`src/hw/bms_pkg.sv`:
```
// constants of the boot sequencer
package bms_pkg;

    localparam int unsigned CLK_HZ = 20_000_000;
    localparam int unsigned CYC_MS = CLK_HZ / 1000;
    localparam int unsigned SELFTEST_CYC = 10_000 * CYC_MS;
    localparam int unsigned LONG_CYC = 1000 * CYC_MS;
    localparam int unsigned SHORT_CYC = 200 * CYC_MS;
    localparam int unsigned GAP_CYC = 3000 * CYC_MS;
    localparam int unsigned FLASH_CYC = 500 * CYC_MS;
    localparam int unsigned FAST_CYC = 100 * CYC_MS;
    localparam int unsigned SLOW_CYC = 1500 * CYC_MS;
    localparam int unsigned RARP_CYC = 2000 * CYC_MS;

    // switch n sits at bit n-1
    localparam int unsigned SW_MANUAL = 4;
    localparam int unsigned SW_STORED = 5;
    localparam int unsigned SW_MODIFY = 6;
    localparam int unsigned SW_XTEST = 7;

    // axi register byte addresses
    localparam logic [7:0] A_STATUS = 8'h00;
    localparam logic [7:0] A_IRQ_STAT = 8'h04;
    localparam logic [7:0] A_IRQ_MASK = 8'h08;
    localparam logic [7:0] A_CTRL = 8'h0C;
    localparam logic [7:0] A_IP = 8'h10;
    localparam logic [7:0] A_ERRCODE = 8'h14;

    // irq status bits
    localparam int unsigned IRQ_READY = 0;
    localparam int unsigned IRQ_ERROR = 1;
    localparam int unsigned IRQ_NOADDR = 2;
    localparam int unsigned IRQ_FWDONE = 3;
    localparam int unsigned IRQ_W = 4;

    // ctrl bits pulse on write one
    localparam int unsigned C_TEST_PASS = 0;
    localparam int unsigned C_TEST_FAIL = 1;
    localparam int unsigned C_MANUAL_IP = 2;
    localparam int unsigned C_FW_DONE = 3;
    localparam int unsigned C_NOADDR = 4;

    localparam logic [1:0] RESP_OKAY = 2'h0;
    localparam logic [1:0] RESP_SLVERR = 2'h2;

    typedef enum logic [2:0] {
        ST_SELFTEST = 3'h0,
        ST_TESTWAIT = 3'h1,
        ST_ADDR = 3'h2,
        ST_READY = 3'h3,
        ST_NOADDR = 3'h4,
        ST_ERROR = 3'h5,
        ST_FWDONE = 3'h6
    } bms_state_t;

    typedef enum logic [2:0] {
        LED_OFF = 3'h0,
        LED_ON = 3'h1,
        LED_FLASH = 3'h2,
        LED_FAST = 3'h3,
        LED_SLOW = 3'h4,
        LED_CODE = 3'h5
    } bms_led_t;

endpackage : bms_pkg

```
`src/hw/bms_ctrl.sv`:
```
// boot mode sequencer with status indicators and axi4-lite register slave
`timescale 1ns/1ps
// Functional notes
// - power indicator lights immediately at power-up
// - ready flashes during self test and addressing
// - self test lasts about ten seconds
// - ready steady once tested and addressed
// - all switches off means normal operation
// - switch 8 runs extended loopback factory tests
// - switch 7 alone permits firmware reprogramming; the code enables it on switch 7 whatever the other switches
// - firmware update done shows slow flashing
// - switch 6 off: network address, stored
// - switch 6 on: load stored address
// - switch 6 on ignores switch 5
// - repeat rarp requests until valid reply
// - switch 5 on: no rarp, wait manual
// - fast flashing when no address obtainable
// - error code long flashes one second
// - error code short flashes fifth second
// - three seconds dark between code repeats
module bms_ctrl
    import bms_pkg::*;
#(
    parameter int unsigned SELFTEST = SELFTEST_CYC,
    parameter int unsigned RARP_RETRY = RARP_CYC,
    parameter int unsigned LONG = LONG_CYC,
    parameter int unsigned SHORT = SHORT_CYC,
    parameter int unsigned GAP = GAP_CYC,
    parameter int unsigned FLASH = FLASH_CYC,
    parameter int unsigned FAST = FAST_CYC,
    parameter int unsigned SLOW = SLOW_CYC
) (
    input wire logic clk,
    input wire logic nrst,
    input wire logic ce,
    input wire logic [7:0] dip_sw,
    input wire logic loopback_ok,
    input wire logic rarp_reply_valid,
    input wire logic [31:0] rarp_reply_ip,
    input wire logic [31:0] nv_ip,
    output logic nv_ip_we,
    output logic [31:0] nv_ip_wdata,
    output logic rarp_req,
    output logic fw_write_en,
    output logic ext_test,
    output logic power_led,
    output logic ready_led,
    output logic irq,
    input wire logic [7:0] s_axi_awaddr,
    input wire logic s_axi_awvalid,
    output logic s_axi_awready,
    input wire logic [31:0] s_axi_wdata,
    input wire logic [3:0] s_axi_wstrb,
    input wire logic s_axi_wvalid,
    output logic s_axi_wready,
    output logic [1:0] s_axi_bresp,
    output logic s_axi_bvalid,
    input wire logic s_axi_bready,
    input wire logic [7:0] s_axi_araddr,
    input wire logic s_axi_arvalid,
    output logic s_axi_arready,
    output logic [31:0] s_axi_rdata,
    output logic [1:0] s_axi_rresp,
    output logic s_axi_rvalid,
    input wire logic s_axi_rready
);
    // ----------------------------------------------------------------
    // switch capture
    // ----------------------------------------------------------------
    logic [7:0] sw_sync;
    logic [7:0] sw_q;
    logic sampled_q;
    logic lb_sync;
    logic [1:0] lb_meta;

    bms_sync #(.W(8)) u_sync (
        .clk(clk),
        .nrst(nrst),
        .en(ce),
        .din(dip_sw),
        .dout(sw_sync)
    );

    // first synchronised sample is held
    logic [1:0] fill_q;
    always_ff @(posedge clk) begin
        if (!nrst) begin
            sw_q <= '0;
            sampled_q <= 1'b0;
            fill_q <= '0;
            lb_meta <= '0;
        end else if (ce) begin
            lb_meta <= {lb_meta[0], loopback_ok};
            if (fill_q != 2'h2) begin
                fill_q <= fill_q + 2'h1;
            end else if (!sampled_q) begin
                sw_q <= sw_sync;
                sampled_q <= 1'b1;
            end
        end
    end
    assign lb_sync = lb_meta[1];

    wire sw_manual = sw_q[SW_MANUAL];
    wire sw_stored = sw_q[SW_STORED];
    wire sw_modify = sw_q[SW_MODIFY];
    wire sw_xtest = sw_q[SW_XTEST];
    // switch 5 counts only for network addressing
    wire use_rarp = !sw_stored && !sw_manual;
    wire use_manual = !sw_stored && sw_manual;

    assign ext_test = sampled_q && sw_xtest;
    assign fw_write_en = sampled_q && sw_modify;
    assign power_led = 1'b1;

    // ----------------------------------------------------------------
    // register bus decode
    // ----------------------------------------------------------------
    logic aw_q;
    logic w_q;
    logic [7:0] awaddr_q;
    logic [31:0] wdata_q;
    logic bvalid_q;
    logic rvalid_q;
    logic [31:0] rdata_q;
    logic [1:0] bresp_q;
    logic [1:0] rresp_q;
    logic [IRQ_W-1:0] istat_q;
    logic [IRQ_W-1:0] imask_q;
    logic [3:0] err_long_q;
    logic [3:0] err_short_q;
    logic [31:0] ip_q;

    wire do_wr = aw_q && w_q && !bvalid_q;
    wire wr_ctrl = do_wr && (awaddr_q == A_CTRL);
    wire wr_istat = do_wr && (awaddr_q == A_IRQ_STAT);
    wire wr_imask = do_wr && (awaddr_q == A_IRQ_MASK);
    wire wr_err = do_wr && (awaddr_q == A_ERRCODE);
    wire wr_ok = wr_ctrl || wr_istat || wr_imask || wr_err;
    wire rd_take = s_axi_arvalid && s_axi_arready;
    wire cmd_pass = wr_ctrl && wdata_q[C_TEST_PASS];
    wire cmd_fail = wr_ctrl && wdata_q[C_TEST_FAIL];
    wire cmd_manual = wr_ctrl && wdata_q[C_MANUAL_IP];
    wire cmd_fwdone = wr_ctrl && wdata_q[C_FW_DONE] && fw_write_en;
    wire cmd_noaddr = wr_ctrl && wdata_q[C_NOADDR];

    assign s_axi_awready = !aw_q;
    assign s_axi_wready = !w_q;
    assign s_axi_arready = !rvalid_q;
    assign s_axi_bvalid = bvalid_q;
    assign s_axi_bresp = bresp_q;
    assign s_axi_rvalid = rvalid_q;
    assign s_axi_rdata = rdata_q;
    assign s_axi_rresp = rresp_q;

    // ----------------------------------------------------------------
    // sequencer
    // ----------------------------------------------------------------
    bms_state_t st_q;
    logic [31:0] tmr_q;
    logic [31:0] rtmr_q;
    logic rarp_q;
    logic we_q;
    logic [31:0] wip_q;
    bms_led_t led_mode;

    wire st_done = (tmr_q + 32'h1 >= SELFTEST);
    wire rarp_due = (rtmr_q + 32'h1 >= RARP_RETRY);
    wire in_addr = (st_q == ST_ADDR);
    wire ev_ready = in_addr && ((sw_stored) || (use_rarp && rarp_reply_valid) ||
                                (use_manual && cmd_manual));

    assign rarp_req = rarp_q;
    assign nv_ip_we = we_q;
    assign nv_ip_wdata = wip_q;

    always_ff @(posedge clk) begin
        if (!nrst) begin
            st_q <= ST_SELFTEST;
            tmr_q <= '0;
            rtmr_q <= '0;
            rarp_q <= 1'b0;
            we_q <= 1'b0;
            wip_q <= '0;
            ip_q <= '0;
        end else if (ce) begin
            rarp_q <= 1'b0;
            we_q <= 1'b0;
            unique case (st_q)
                ST_SELFTEST: begin
                    if (sampled_q) begin
                        tmr_q <= st_done ? tmr_q : tmr_q + 32'h1;
                        if (st_done) begin
                            st_q <= ST_TESTWAIT;
                        end
                    end
                end
                ST_TESTWAIT: begin
                    // extended tests fail unless the loopback fixture answers
                    if (cmd_fail || (sw_xtest && !lb_sync)) begin
                        st_q <= ST_ERROR;
                    end else if (cmd_pass) begin
                        st_q <= ST_ADDR;
                        rtmr_q <= RARP_RETRY - 32'h1;
                    end
                end
                ST_ADDR: begin
                    if (sw_stored) begin
                        ip_q <= nv_ip;
                        st_q <= ST_READY;
                    end else if (use_rarp && rarp_reply_valid) begin
                        ip_q <= rarp_reply_ip;
                        wip_q <= rarp_reply_ip;
                        we_q <= 1'b1;
                        st_q <= ST_READY;
                    end else if (use_manual && cmd_manual) begin
                        ip_q <= wdata_q;
                        wip_q <= wdata_q;
                        we_q <= 1'b1;
                        st_q <= ST_READY;
                    end else if (cmd_noaddr) begin
                        st_q <= ST_NOADDR;
                    end else if (use_rarp) begin
                        rtmr_q <= rarp_due ? '0 : rtmr_q + 32'h1;
                        rarp_q <= rarp_due;
                    end
                end
                ST_NOADDR: begin
                    // keep trying in the background while signalling
                    if (use_rarp && rarp_reply_valid) begin
                        ip_q <= rarp_reply_ip;
                        wip_q <= rarp_reply_ip;
                        we_q <= 1'b1;
                        st_q <= ST_READY;
                    end else if (use_rarp) begin
                        rtmr_q <= rarp_due ? '0 : rtmr_q + 32'h1;
                        rarp_q <= rarp_due;
                    end
                end
                ST_READY: begin
                    if (cmd_fail) begin
                        st_q <= ST_ERROR;
                    end else if (cmd_fwdone) begin
                        st_q <= ST_FWDONE;
                    end
                end
                ST_ERROR, ST_FWDONE: st_q <= st_q;
                default: st_q <= ST_ERROR;
            endcase
        end
    end

    // ----------------------------------------------------------------
    // ready indicator
    // ----------------------------------------------------------------
    assign led_mode = (st_q == ST_READY) ? LED_ON :
                      (st_q == ST_NOADDR) ? LED_FAST :
                      (st_q == ST_ERROR) ? LED_CODE :
                      (st_q == ST_FWDONE) ? LED_SLOW :
                      LED_FLASH;

    bms_led #(
        .LONG(LONG),
        .SHORT(SHORT),
        .GAP(GAP),
        .FLASH(FLASH),
        .FAST(FAST),
        .SLOW(SLOW)
    ) u_led (
        .clk(clk),
        .nrst(nrst),
        .en(ce),
        .mode(led_mode),
        .n_long(err_long_q),
        .n_short(err_short_q),
        .led(ready_led)
    );

    // ----------------------------------------------------------------
    // interrupts and bus registers
    // ----------------------------------------------------------------
    logic [IRQ_W-1:0] ev;
    assign ev[IRQ_READY] = ev_ready;
    assign ev[IRQ_ERROR] = (st_q != ST_ERROR) && (cmd_fail ||
                           (st_q == ST_TESTWAIT && sw_xtest && !lb_sync));
    assign ev[IRQ_NOADDR] = in_addr && cmd_noaddr && !ev_ready;
    assign ev[IRQ_FWDONE] = (st_q == ST_READY) && cmd_fwdone && !cmd_fail;
    assign irq = |(istat_q & imask_q);

    wire [IRQ_W-1:0] iclr = wr_istat ? wdata_q[IRQ_W-1:0] : '0;
    wire [31:0] status_word = {20'h0, sw_q, sampled_q, st_q};
    wire [31:0] rd_mux = (s_axi_araddr == A_STATUS) ? status_word :
                         (s_axi_araddr == A_IRQ_STAT) ? {28'h0, istat_q} :
                         (s_axi_araddr == A_IRQ_MASK) ? {28'h0, imask_q} :
                         (s_axi_araddr == A_IP) ? ip_q :
                         (s_axi_araddr == A_ERRCODE) ? {24'h0, err_short_q, err_long_q} :
                         32'h0;
    wire rd_ok = (s_axi_araddr[1:0] == 2'h0) && (s_axi_araddr <= A_ERRCODE);

    always_ff @(posedge clk) begin
        if (!nrst) begin
            aw_q <= 1'b0;
            w_q <= 1'b0;
            awaddr_q <= '0;
            wdata_q <= '0;
            bvalid_q <= 1'b0;
            bresp_q <= RESP_OKAY;
            rvalid_q <= 1'b0;
            rdata_q <= '0;
            rresp_q <= RESP_OKAY;
            istat_q <= '0;
            imask_q <= '0;
            err_long_q <= 4'h1;
            err_short_q <= 4'h1;
        end else if (ce) begin
            if (s_axi_awvalid && !aw_q) begin
                aw_q <= 1'b1;
                awaddr_q <= s_axi_awaddr;
            end
            if (s_axi_wvalid && !w_q) begin
                w_q <= 1'b1;
                wdata_q <= s_axi_wdata;
            end
            if (do_wr) begin
                bvalid_q <= 1'b1;
                bresp_q <= wr_ok ? RESP_OKAY : RESP_SLVERR;
            end else if (bvalid_q && s_axi_bready) begin
                bvalid_q <= 1'b0;
                aw_q <= 1'b0;
                w_q <= 1'b0;
            end
            if (rd_take) begin
                rvalid_q <= 1'b1;
                rdata_q <= rd_mux;
                rresp_q <= rd_ok ? RESP_OKAY : RESP_SLVERR;
            end else if (rvalid_q && s_axi_rready) begin
                rvalid_q <= 1'b0;
            end
            // a new event outranks a simultaneous clear
            istat_q <= (istat_q & ~iclr) | ev;
            if (wr_imask) begin
                imask_q <= wdata_q[IRQ_W-1:0];
            end
            if (wr_err) begin
                err_long_q <= wdata_q[3:0];
                err_short_q <= wdata_q[7:4];
            end
        end
    end
endmodule : bms_ctrl

```
`src/hw/bms_sync.sv`:
```
// two flip-flop synchroniser for a vector of slow pins
`timescale 1ns/1ps
module bms_sync #(
    parameter int W = 8
) (
    input wire logic clk,
    input wire logic nrst,
    input wire logic en,
    input wire logic [W-1:0] din,
    output logic [W-1:0] dout
);
    logic [W-1:0] meta_q;

    always_ff @(posedge clk) begin
        if (!nrst) begin
            meta_q <= '0;
            dout <= '0;
        end else if (en) begin
            meta_q <= din;
            dout <= meta_q;
        end
    end
endmodule : bms_sync

```
`src/hw/bms_led.sv`:
```
// ready indicator pattern generator
`timescale 1ns/1ps
module bms_led
    import bms_pkg::*;
#(
    parameter int unsigned LONG = LONG_CYC,
    parameter int unsigned SHORT = SHORT_CYC,
    parameter int unsigned GAP = GAP_CYC,
    parameter int unsigned FLASH = FLASH_CYC,
    parameter int unsigned FAST = FAST_CYC,
    parameter int unsigned SLOW = SLOW_CYC
) (
    input wire logic clk,
    input wire logic nrst,
    input wire logic en,
    input wire bms_led_t mode,
    input wire logic [3:0] n_long,
    input wire logic [3:0] n_short,
    output logic led
);
    logic [31:0] cnt_q;
    logic [4:0] ph_q;
    logic [3:0] left_q;
    logic led_q;
    bms_led_t mode_q;
    logic [31:0] half;
    logic code_long;
    logic expire;

    // error code phases: 0 = long on/off, 1 = short on/off, 2 = gap
    assign code_long = (ph_q[4:3] == 2'h0);
    assign half = (mode == LED_FLASH) ? FLASH :
                  (mode == LED_FAST) ? FAST :
                  (mode == LED_SLOW) ? SLOW :
                  (ph_q[4:3] == 2'h2) ? GAP :
                  code_long ? LONG : SHORT;
    assign expire = (cnt_q + 32'h1 >= half);
    assign led = led_q;

    always_ff @(posedge clk) begin
        if (!nrst) begin
            cnt_q <= '0;
            ph_q <= '0;
            left_q <= '0;
            led_q <= 1'b0;
            mode_q <= LED_OFF;
        end else if (en) begin
            mode_q <= mode;
            if (mode != mode_q) begin
                cnt_q <= '0;
                ph_q <= '0;
                left_q <= (n_long == 4'h0) ? 4'h1 : n_long;
                led_q <= (mode != LED_OFF);
            end else if (mode == LED_ON) begin
                led_q <= 1'b1;
            end else if (mode == LED_OFF) begin
                led_q <= 1'b0;
            end else if (expire) begin
                cnt_q <= '0;
                if (mode != LED_CODE) begin
                    led_q <= !led_q;
                end else if (ph_q[4:3] == 2'h2) begin
                    ph_q <= '0;
                    left_q <= (n_long == 4'h0) ? 4'h1 : n_long;
                    led_q <= 1'b1;
                end else if (led_q) begin
                    led_q <= 1'b0;
                end else if (left_q > 4'h1) begin
                    left_q <= left_q - 4'h1;
                    led_q <= 1'b1;
                end else if (code_long) begin
                    ph_q <= 5'h08;
                    left_q <= (n_short == 4'h0) ? 4'h1 : n_short;
                    led_q <= 1'b1;
                end else begin
                    ph_q <= 5'h10;
                    led_q <= 1'b0;
                end
            end else begin
                cnt_q <= cnt_q + 32'h1;
            end
        end
    end
endmodule : bms_led

```
`config.mk`:
```
export PLATFORM = sky130hd
export DESIGN_NAME = bms_ctrl
export DESIGN_NICKNAME = d
export VERILOG_FILES = /design/src/hw/bms_pkg.sv /design/src/hw/bms_ctrl.sv /design/src/hw/bms_sync.sv /design/src/hw/bms_led.sv
export SDC_FILE = /design/constraint.sdc
export NUM_CORES = 1
export LEC_CHECK = 0
export BUFFER_PORTS_ARGS = -buffer_cell sky130_fd_sc_hd__buf_2
export CORE_AREA = 2 2 208 189
export DETAILED_ROUTE_END_ITERATION = 8
export DIE_AREA = 0 0 210 191
export HOLD_SLACK_MARGIN = 0.05
export PLACE_DENSITY = 0.67
export REMOVE_ABC_BUFFERS = 1
export SYNTH_ARGS = -nofsm -noshare
export SYNTH_HDL_FRONTEND = slang
export SYNTH_HIERARCHICAL = 1
export SYNTH_SLANG_ARGS = --single-unit
```
`constraint.sdc`:
```
create_clock -name clk -period 4.97 [get_ports clk]
set_input_delay 0.2485 -clock clk [delete_from_list [all_inputs] [get_ports clk]]
set_output_delay 0.2485 -clock clk [all_outputs]
set_load 0.01 [all_outputs]
```
Word level (Yosys, flattened, before mapping)

Index checks and enable logic that the tools add are counted.

$add $sub $neg: 5
Multipliers: 0
Div/mod/pow operators: 0
Order comparisons: 5
Eq/ne operators: 43
Shift-type cells: 0
Muxes and demuxes: 101
Bitwise gates (word level): 8
Reductions and logical operators: 87

Operators with widths:

| cell                                                  | number |
|---|---|
| 2-to-1 mux 32 bit                                     | 26 |
| case mux 32 bit (2 select lines)                      | 2 |
| adder 32 x 1 -> 32 bit, second input constant         | 3 |
| case mux 32 bit (3 select lines)                      | 1 |
| 2-to-1 mux 4 bit                                      | 12 |
| 2-to-1 mux 3 bit                                      | 15 |
| 2-to-1 mux 5 bit                                      | 9 |
| logical AND 1 bit                                     | 33 |
| >= comparator 32 x 26 -> 1 bit, second input constant | 1 |
| >= comparator 32 x 28 -> 1 bit, second input constant | 1 |
| >= comparator 32 bit                                  | 1 |
| 2-to-1 mux 1 bit                                      | 29 |
| 2-to-1 mux 25 bit                                     | 1 |
| equality test 8 x 4 -> 1 bit, second input constant   | 3 |
| equality test 8 x 5 -> 1 bit, second input constant   | 3 |
| inequality test 2 bit, second input constant          | 11 |
| AND reduction 2 bit                                   | 11 |
| case mux 3 bit (6 select lines)                       | 1 |
| equality test 8 x 3 -> 1 bit, second input constant   | 2 |
| inequality test 3 bit, second input constant          | 5 |
| AND reduction 7 bit                                   | 2 |
| equality test 3 x 2 -> 1 bit, second input constant   | 4 |
| equality test 3 bit, second input constant            | 4 |
| zero test 1 bit                                       | 10 |
| other kinds (33)                                      | 59 |

Register bits after elaboration: 303
Bits in latches: 0
Memory bits (writable): 0
Memory bits (read-only): 0
Input port bits: 134
Output and inout port bits: 80
Word-level logic and storage cells: 280
Memories: 0

Depth between registers and ports, before layout

Gate-level depths: netlist of the first run.

Depth after elaboration: 14
Mapped depth: 21
Depth with buffers taken out: 17

Modules after synthesis

Netlist of the first run, hierarchy kept.

By module, submodules not included:

| module   | instances | cells an instance | area each (sq um) | seq. area each (sq um) |
|---|---|---|---|---|
| bms_ctrl | 1         | 1523              | 11867.6           | 4804.6 |
| bms_led  | 1         | 441               | 3280.6            | 840.8 |
| bms_sync | 1         | 51                | 615.6             | 320.3 |

Least setup slack after synthesis of the first run

Ideal clock, no wire load.

Path type: reg2reg
Start: reg u_led.cnt_q[6]
End: reg u_led.ph_q[3]
Library setup time: 0.072 ns
Data arrival time: 3.807 ns
Data required time: 4.898 ns
Setup slack: 1.092 ns
Stages on the path, launching flop included: 18
Buffers on the path: 3
Clock period less this slack: 3.878 ns
Cells stage by stage: dfxtp_1 > clkbuf_2 > nand3_2 > or3_1 > buf_2 > nor4_1 > and4_1 > nand3_1 > xnor2_1 > ha_1 > nand4_1 > nor3_1 > nand4_1 > o2111ai_1 > and4b_1 > buf_2 > a21oi_1 > mux2i_1

Cells in the longest elaborated chain, start to end: 4

RTL lines:

| item                          | line          | source |
|---|---|---|
| start: declaration            | bms_led.sv:21 | `logic [31:0] cnt_q;` |
| start signal: assignment      | bms_led.sv:80 | `cnt_q <= cnt_q + 32'h1;` |
| adder 32 x 1 -> 32 bit        | bms_led.sv:37 | `assign expire = (cnt_q + 32'h1 >= half);` |
| >= comparator 32 bit          | bms_led.sv:37 |  |
| nonzero test 2 bit (no line)  | --            |  |
| AND reduction 7 bit (no line) | --            |  |
| end signal: assignment        | bms_led.sv:43 | `ph_q <= '0;` |
| end signal: assignment        | bms_led.sv:51 | `ph_q <= '0;` |
| end signal: assignment        | bms_led.sv:63 | `ph_q <= '0;` |
| end: declaration              | bms_led.sv:22 | `logic [4:0] ph_q;` |

Every way passes these cells.
A chain may end at the register's enable or synchronous reset.

Worst setup path after layout of the first run

Start: reg st_q[0]
End: reg u_led.cnt_q[25]

Cells in the longest elaborated chain, start to end: 14
Elaborated cells on any way between the ends: 25
Classes of those cells: order compare: 1; eq/ne: 11; mux: 11; reduce/logical: 2

RTL lines:

| item                     | line            | source |
|---|---|---|
| start: declaration       | bms_ctrl.sv:159 | `bms_state_t st_q;` |
| start signal: assignment | bms_ctrl.sv:247 | `ST_ERROR, ST_FWDONE: st_q <= st_q;` |
| equality test 3 bit      | bms_ctrl.sv:259 | `(st_q == ST_FWDONE) ? LED_SLOW :` |
| 2-to-1 mux 3 bit         | bms_ctrl.sv:259 |  |
| 2-to-1 mux 3 bit         | bms_ctrl.sv:258 | `(st_q == ST_ERROR) ? LED_CODE :` |
| 2-to-1 mux 3 bit         | bms_ctrl.sv:257 | `(st_q == ST_NOADDR) ? LED_FAST :` |
| 2-to-1 mux 3 bit (*)     | bms_ctrl.sv:256 | `assign led_mode = (st_q == ST_READY) ? LED_ON :` |
| via led_mode[2]          | bms_ctrl.sv:165 | `bms_led_t led_mode;` |
| equality test 3 bit      | bms_led.sv:34   | `(mode == LED_SLOW) ? SLOW :` |
| 2-to-1 mux 32 bit        | bms_led.sv:34   |  |
| 2-to-1 mux 32 bit        | bms_led.sv:33   | `(mode == LED_FAST) ? FAST :` |
| 2-to-1 mux 32 bit        | bms_led.sv:32   | `assign half = (mode == LED_FLASH) ? FLASH :` |
| >= comparator 32 bit     | bms_led.sv:37   |  |
| 2-to-1 mux 32 bit        | bms_led.sv:58   | `end else if (expire) begin` |
| 2-to-1 mux 32 bit        | bms_led.sv:56   | `end else if (mode == LED_OFF) begin` |
| 2-to-1 mux 32 bit        | bms_led.sv:54   | `end else if (mode == LED_ON) begin` |
| 2-to-1 mux 32 bit        | bms_led.sv:49   | `if (mode != mode_q) begin` |

The timed path passes the listed nets; every way through them passes the cells marked *. The select of a mux whose other input is x is not followed.

==> summary.md, run 1 <==
| Metric | Value |
|---|---|
| Vias/cell | `5.95` |
| Mapped cell area | `15,800 sq um` |
| Count of clock tree sinks | `298` |
| Initial antenna violation count | `3` |
| Nets@finish | `2,375` |
| LEAKAGE | `0.00723 uW` |
| CP startpoint kind | `register` |
| # rows | `68` |
| Post-synth EDFFs | `0` |
| GRT overflow | `0` |
| P per Cell Area | `293 nW/um^2` |
| Post-CTS setup buffer count | `0` |
| Register area share after synthesis | `37.8%` |
| Area Overhead vs Synth | `20.7%` |
| Most frequent cells in the layout | `nand2_1 (332), dfxtp_1 (297), buf_2 (206)` |
| Mean Syn Cell Area | `7.82 sq um` |
| TritonCTS clock tree | `yes` |
| Share of cells above drive strength 1 | `15.0%` |
| Setup crit end | `u_led/cnt_q[25]` |
| Fill count | `3,548` |
| First-pass GRT wire length | `79,100 um` |
| Crit. End Element | `register` |
| HPWL after DPL | `32,400 um` |
| Reg2reg start | `st_q[0]` |
| Area of the multi-input gates | `9070 sq um` |
| Worst Reg2Reg Path Length in Cells | `14` |
| Worst path arrival time | `4850 ps` |
| Vias in the first global route | `15,200` |
| Final setup margin | `557 ps` |
| Most common cell after layout, fill and taps aside | `nand2_1` |
| Cells after synthesis | `2,015` |
| Maximum vdd drop | `230 uV` |
| DR iter-0 viols | `1,359` |
| Max Clk Rate | `227 MHz` |
| Max_cap viols | `0` |
| DR WL/cell | `18.3 um` |
| Yosys cell types | `91` |
| Setup TNS | `0 ps` |
| Final setup vio count | `0` |
| Fin crit share | `88.8%` |
| GRT Util Overall | `24.0%` |
| Worst-margin pin slew | `942 ps` |
| I/O pin total | `214` |
| Worst setup path start | `st_q[0]` |
| DR vias | `16,200` |
| Status | `completed` |
| Routed wire length | `49,900 um` |
| CTS clock-pin slew for the worst setup and hold paths | `60 ps` |
| Port buffer count | `206` |
| Starting Density | `41.4%` |
| YS warnings | `6` |
| Crit path time final | `4410 ps` |
| Die ar. | `40,100 sq um` |
| DRC viols | `0` |
| Fin. Hold Viols | `0` |
| #FFs+latches synth | `298` |
| Hold Path Stages | `3` |
| Setup slack, reg-to-reg | `560 ps` |
| Fin. max-slew vios | `0` |
| Critical Path RT | `5410 ps` |
| Largest net degree at the start of global routing | `143` |
| Synth Flop Type | `dfxtp_1` |
| Register Area | `5970 sq um` |
| Worst clock skew | `21.3 ps` |
| Placer Congestion | `0.887` |
| DR pass1 iterations | `6` |
| Pre-CTS setup slack | `697 ps` |
| Slew margin rel. | `36.7%` |
| Worst-skew pair later-pin latency | `550 ps` |
| Clock tree buffer depth | `3` |
| Fin util | `50.0%` |
| CTS root buffer | `clkbuf_16` |
| Worst Setup Path Type | `reg2reg` |
| TritonCTS Buffers | `35` |
| HP Class | `in2reg` |
| Core Area | `38,000 sq um` |
| R2R Path End | `u_led/cnt_q[25]` |
| Synth async-reset ratio | `0%` |
| CTS H-tree depth | `2` |
| Worst Path Max Fanout | `32` |
| Die height | `191 um` |
| RSZ-0062 raised after global routing | `no` |
| ANT nets after route | `0` |
| Die Span X | `210 um` |
-- worst min path at each step --
| stage | startpoint | to | slack [ps] |
|---|---|---|---|
| after floorplan | nrst | err_long_q[0] | 310 |
| after global placement | s_axi_rdata[28] | s_axi_rdata[28] | 440 |
| after detailed placement | s_axi_rdata[15] | s_axi_rdata[15] | 440 |
| after CTS | nv_ip[2] | ip_q[2] | 90 |
| after global routing | nv_ip[2] | ip_q[2] | 120 |
| final | nv_ip[2] | ip_q[2] | 120 |
-- sequential cells by signal, summed over array words and instances (netlist names), 3 cells and up --
name           count
awaddr_q           8
err_long_q         4
err_short_q        4
imask_q            4
ip_q              32
istat_q            4
nv_ip_wdata       32
rtmr_q            32
s_axi_rdata       32
st_q               3
sw_q               8
tmr_q             32
u_led/cnt_q       32
u_led/left_q       4
u_led/mode_q       3
u_sync/dout        8
u_sync/meta_q      8
wdata_q           32
-- cell usage after synthesis, types with 32 or more instances --
library cell | number | area share (%)
and3_1 | 35 | 1.4
a311oi_1 | 32 | 1.8
a221oi_1 | 44 | 2.4
mux2i_1 | 59 | 3.7
nor3_1 | 46 | 1.5
nand4_1 | 56 | 2.2
clkbuf_1 | 111 | 2.6
a211oi_1 | 43 | 2.0
nand2_1 | 332 | 7.9
nand3_1 | 84 | 2.7
a21oi_1 | 177 | 5.6
nor2_1 | 183 | 4.4
o21ai_0 | 66 | 2.1
dfxtp_1 | 298 | 38
-- where the power goes --
group / switching, uW / total, uW / leakage [uW] / internal [uW]
Sequential: 50.1 / 2490 / 0.00241 / 2440
Combinational: 262 / 454 / 0.00425 / 192
Clock: 1080 / 2640 / 0.000571 / 1560
-- critical path, cell delays in order, from the launching register on --
cell,delay (ps)
dfxtp_1,720
nor2b_1,340
o21a_1,350
nand2b_1,190
inv_1,100
nor2_1,280
nand2_1,180
ha_1,360
a21oi_1,150
a21oi_1,80
o41ai_1,380
and4b_1,380
buf_4,390
nand3_1,140
o32ai_1,280
-- per-stage QoR --
step	instance area, sq um	std cells	hold WS, ps	power, uW
final	19000	2730	122	5580
after global routing	19000	2730	116	5780
after CTS	19000	2728	93.4	5630
after detailed placement	17000	2582	441	2930
after global placement	17000	2582	435	2920
after floorplan	15100	1860	310	2740
-- final cells by class --
type                    count  area share, %
inverters                  27          0.559
well taps                 490           3.22
clock buffers              46           5.14
diodes                      2         0.0263
flip-flops and latches    298           31.4
repair buffers            318           11.0
multi-input cells        1535           47.7
clock inverters            14          0.986
-- metal layers --
metal,global-route usage (%),routed length (um),vias up
li1,-,-,7712
met1,31.8,21700,7731
met2,38.6,22700,695
met3,5.57,4170,98
met4,8.07,1290,2
met5,0,7,-
-- kinds of logic (layout without fill, tap and decap cells) --
group / Yosys count / after routing / share of synthesized area [%]
compound gates: 481 / 481 / 20.0
xor+xnor: 41 / 41 / 2.28
fa+ha+maj: 26 / 26 / 2.06
buf+inv: 183 / 405 / 4.97
flops: 298 / 298 / 37.8
mux: 65 / 65 / 4.17
other cells: 2 / 5 / 0.0476
simple gates: 919 / 919 / 28.6
-- timing repair --
item,in CTS,in global routing
hold buffers,86,0
resized for setup,0,0
endpoints found under the hold margin,85,0
Power figures use the tool's default switching activity.
==> run 2: changes to the inputs <==
--- a/config.mk
+++ b/config.mk
@@ -6,9 +6,9 @@
 export NUM_CORES = 1
 export LEC_CHECK = 0
 export BUFFER_PORTS_ARGS = -buffer_cell sky130_fd_sc_hd__buf_2
-export CORE_AREA = 2 2 208 189
+export CORE_AREA = 2 2 220 179
 export DETAILED_ROUTE_END_ITERATION = 8
-export DIE_AREA = 0 0 210 191
+export DIE_AREA = 0 0 222 181
 export HOLD_SLACK_MARGIN = 0.05
 export PLACE_DENSITY = 0.67
 export REMOVE_ABC_BUFFERS = 1
==> summary.md, run 2 (same netlist as run 1, synthesis figures left out) <==
| Metric | Value |
|---|---|
| Post-Place Cells | `2,588 (+0.23%)` |
| GRT Util Overall | `23.5% (-0.53 points)` |
| Crit path time final | `4510 ps (+101 ps)` |
| Worst Path Max Fanout | `19 (-41%)` |
| Worst-margin pin slew | `1040 ps (+96.3 ps)` |
| Setup TNS | `0 ps (unchanged)` |
| Largest net degree at the start of global routing | `117 (-18%)` |
| Comb power frac | `8.3% (+0.2 points)` |
| Slew margin rel. | `30.2% (-6.5 points)` |
| CTS root buffer | `clkbuf_16` |
| Top delay family on crit path | `simple AND/OR/NAND/NOR gates` |
| Seq pwr share | `45.7% (+1.1 points)` |
| Register Area | `5970 sq um (about the same)` |
| GRT overflow | `0 (unchanged)` |
| Worst Setup Path Type | `reg2reg` |
| Vias/cell | `5.86 (-1.5%)` |
| DR WL/cell | `17.7 um (-3.2%)` |
| Core Area | `37,900 sq um (-0.41%)` |
| Die ar. | `40,200 sq um (+0.18%)` |
| CP startpoint kind | `register` |
| Final setup margin | `456 ps (-101 ps)` |
| Starting Density | `41.6% (+0.17 points)` |
| Area Overhead vs Synth | `20.6%` |
| DR pass1 iterations | `5 (-1)` |
| Switching Share | `24.7% (-0.25 points)` |
| Count of clock tree sinks | `298 (unchanged)` |
| # rows | `64 (-5.9%)` |
| Area of the multi-input gates | `9070 sq um (unchanged)` |
| Number of buffers and inverters on the critical path | `2 (unchanged)` |
| Initial antenna violation count | `7 (+4)` |
| Final setup vio count | `0 (unchanged)` |
| Clock share of power | `46.1% (-1.2 points)` |
| Slowest CP cell | `and4b_1` |
| Most frequent CP cell | `nand2_1` |
| DRC viols | `0 (unchanged)` |
| CTS H-tree depth | `2 (unchanged)` |
| CTS clock-pin slew for the worst setup and hold paths | `60 ps (about the same)` |
| Fill count | `3,592 (+1.2%)` |
| Status | `completed` |
| Port buffer count | `206 (unchanged)` |
| CP Cell Sequence | `nor2b_1 > nand2_1 > nand2_1 > nor2_1 > nand2_1 > inv_1 > nor2_1 > nand2_1 > ha_1 > a211oi_1 > nor2_1 > o41ai_1 > and4b_1 > buf_12 > nand4_1 > a21oi_1` |
| Clock tree buffer depth | `3 (unchanged)` |
| Hold Path Stages | `3 (unchanged)` |
| DR vias | `16,100 (-1.1%)` |
| Die Span X | `222 um (+5.7%)` |
| Worst clock skew | `22.0 ps (+0.690 ps)` |
| Slowest cell delay on critical path | `780 ps (+60 ps)` |
| Max_cap viols | `0 (unchanged)` |
| Routed wire length | `48,500 um (-2.8%)` |
| P per Cell Area | `286 nW/um^2 (-2.5%)` |
| Worst Reg2Reg Path Length in Cells | `16 (+2)` |
| Worst path arrival time | `4950 ps (+100 ps)` |
| ANT nets after route | `0 (unchanged)` |
| Sw Pwr | `1350 uW (-3.5%)` |
| Worst-skew pair later-pin latency | `530 ps (-20 ps)` |
| Vias in the first global route | `15,100 (-0.11%)` |
| Critical Path RT | `5410 ps (about the same)` |
| Fin. max-slew vios | `0 (unchanged)` |
| Die height | `181 um (-5.2%)` |
| Most frequent cells in the layout | `nand2_1 (332), dfxtp_1 (298), buf_2 (206)` |
| DR iter-0 viols | `1,534 (+13%)` |
| Placer Congestion | `0.877 (-1.2%)` |
| Hold slack final | `90.2 ps (-32.1 ps)` |
| HPWL after DPL | `32,000 um (-1.2%)` |
| HP Class | `in2reg` |
| RSZ-0062 raised after global routing | `no` |
| Share of cells above drive strength 1 | `14.8% (-0.17 points)` |
| Nets@finish | `2,376 (+0.042%)` |
| I/O pin total | `214 (unchanged)` |
| Int Pwr | `4090 uW (-2.3%)` |
| Most common cell after layout, fill and taps aside | `nand2_1` |
| Fin crit share | `90.8% (+2.0 points)` |
| LEAKAGE | `0.00722 uW (-0.22%)` |
| TritonCTS Buffers | `34 (-2.9%)` |
| Crit. End Element | `register` |
| First-pass GRT wire length | `78,500 um (-0.83%)` |
| TritonCTS clock tree | `yes` |
| Crit. path cell count | `16 (+2)` |
| Max Clk Rate | `222 MHz (-2.2%)` |
| Pre-CTS setup slack | `543 ps (-154 ps)` |
| Fin. Hold Viols | `0 (unchanged)` |
| Total power | `5440 uW (-2.6%)` |
| Maximum vdd drop | `282 uV (+23%)` |
| Post-Layout Cell Count | `2,740 (+0.37%)` |
[run 2: metrics by stage]
step	util, %	area, sq um
6_report	50.2	19000
5_1_grt	50.2	19000
4_1_cts	50.1	19000
3_5_place_dp	44.9	17000
3_3_place_gp	44.9	17000
2_1_floorplan	-	15100
[run 2: routing by layer]
metal / share of wire, % / track usage, %
met5: 0 / 0
met4: 3.7 / 9.81
met3: 7.4 / 4.44
met2: 44 / 36.8
met1: 44 / 31.8
[run 2: what timing repair did]
item                                    in CTS  in global routing
gates resized for setup                      0                  0
hold buffers                                87                  0
buffers inserted                             0                  0
hold endpoints to repair                    85                  0
endpoints found under the setup margin       0                  0
[run 2: tightest hold or removal path: stages]
cell,delay (ps)
buf_2,130
a21oi_1,70
a21oi_1,130
[run 2: power by group through the flow]
stage	sequential, uW	clock, uW	combinational, uW
finish	2490	2510	450
global placement	2530	0	379
global route	2490	2660	492
detailed placement	2540	0	387
CTS	2480	2550	443
floorplan	2530	0	210
[run 2: worst paths after layout]
check	startpoint	end	slack (ps)
worst min register to register	s_axi_rdata[14]	s_axi_rdata[14]	450
worst max register to register	st_q[1]	u_led/cnt_q[15]	460
worst max-delay path	st_q[1]	u_led/cnt_q[15]	460
worst min-delay path	s_axi_araddr[3]	s_axi_rresp[1]	90
[run 2: final cells by class]
class | count | area share [%]
tap | 495 | 3.26
clock inverter | 11 | 0.724
timing repair buffer | 320 | 11.2
inverter | 27 | 0.560
multi-input combinational | 1535 | 47.7
sequential | 298 | 31.4
antenna | 8 | 0.105
clock buffer | 46 | 5.03
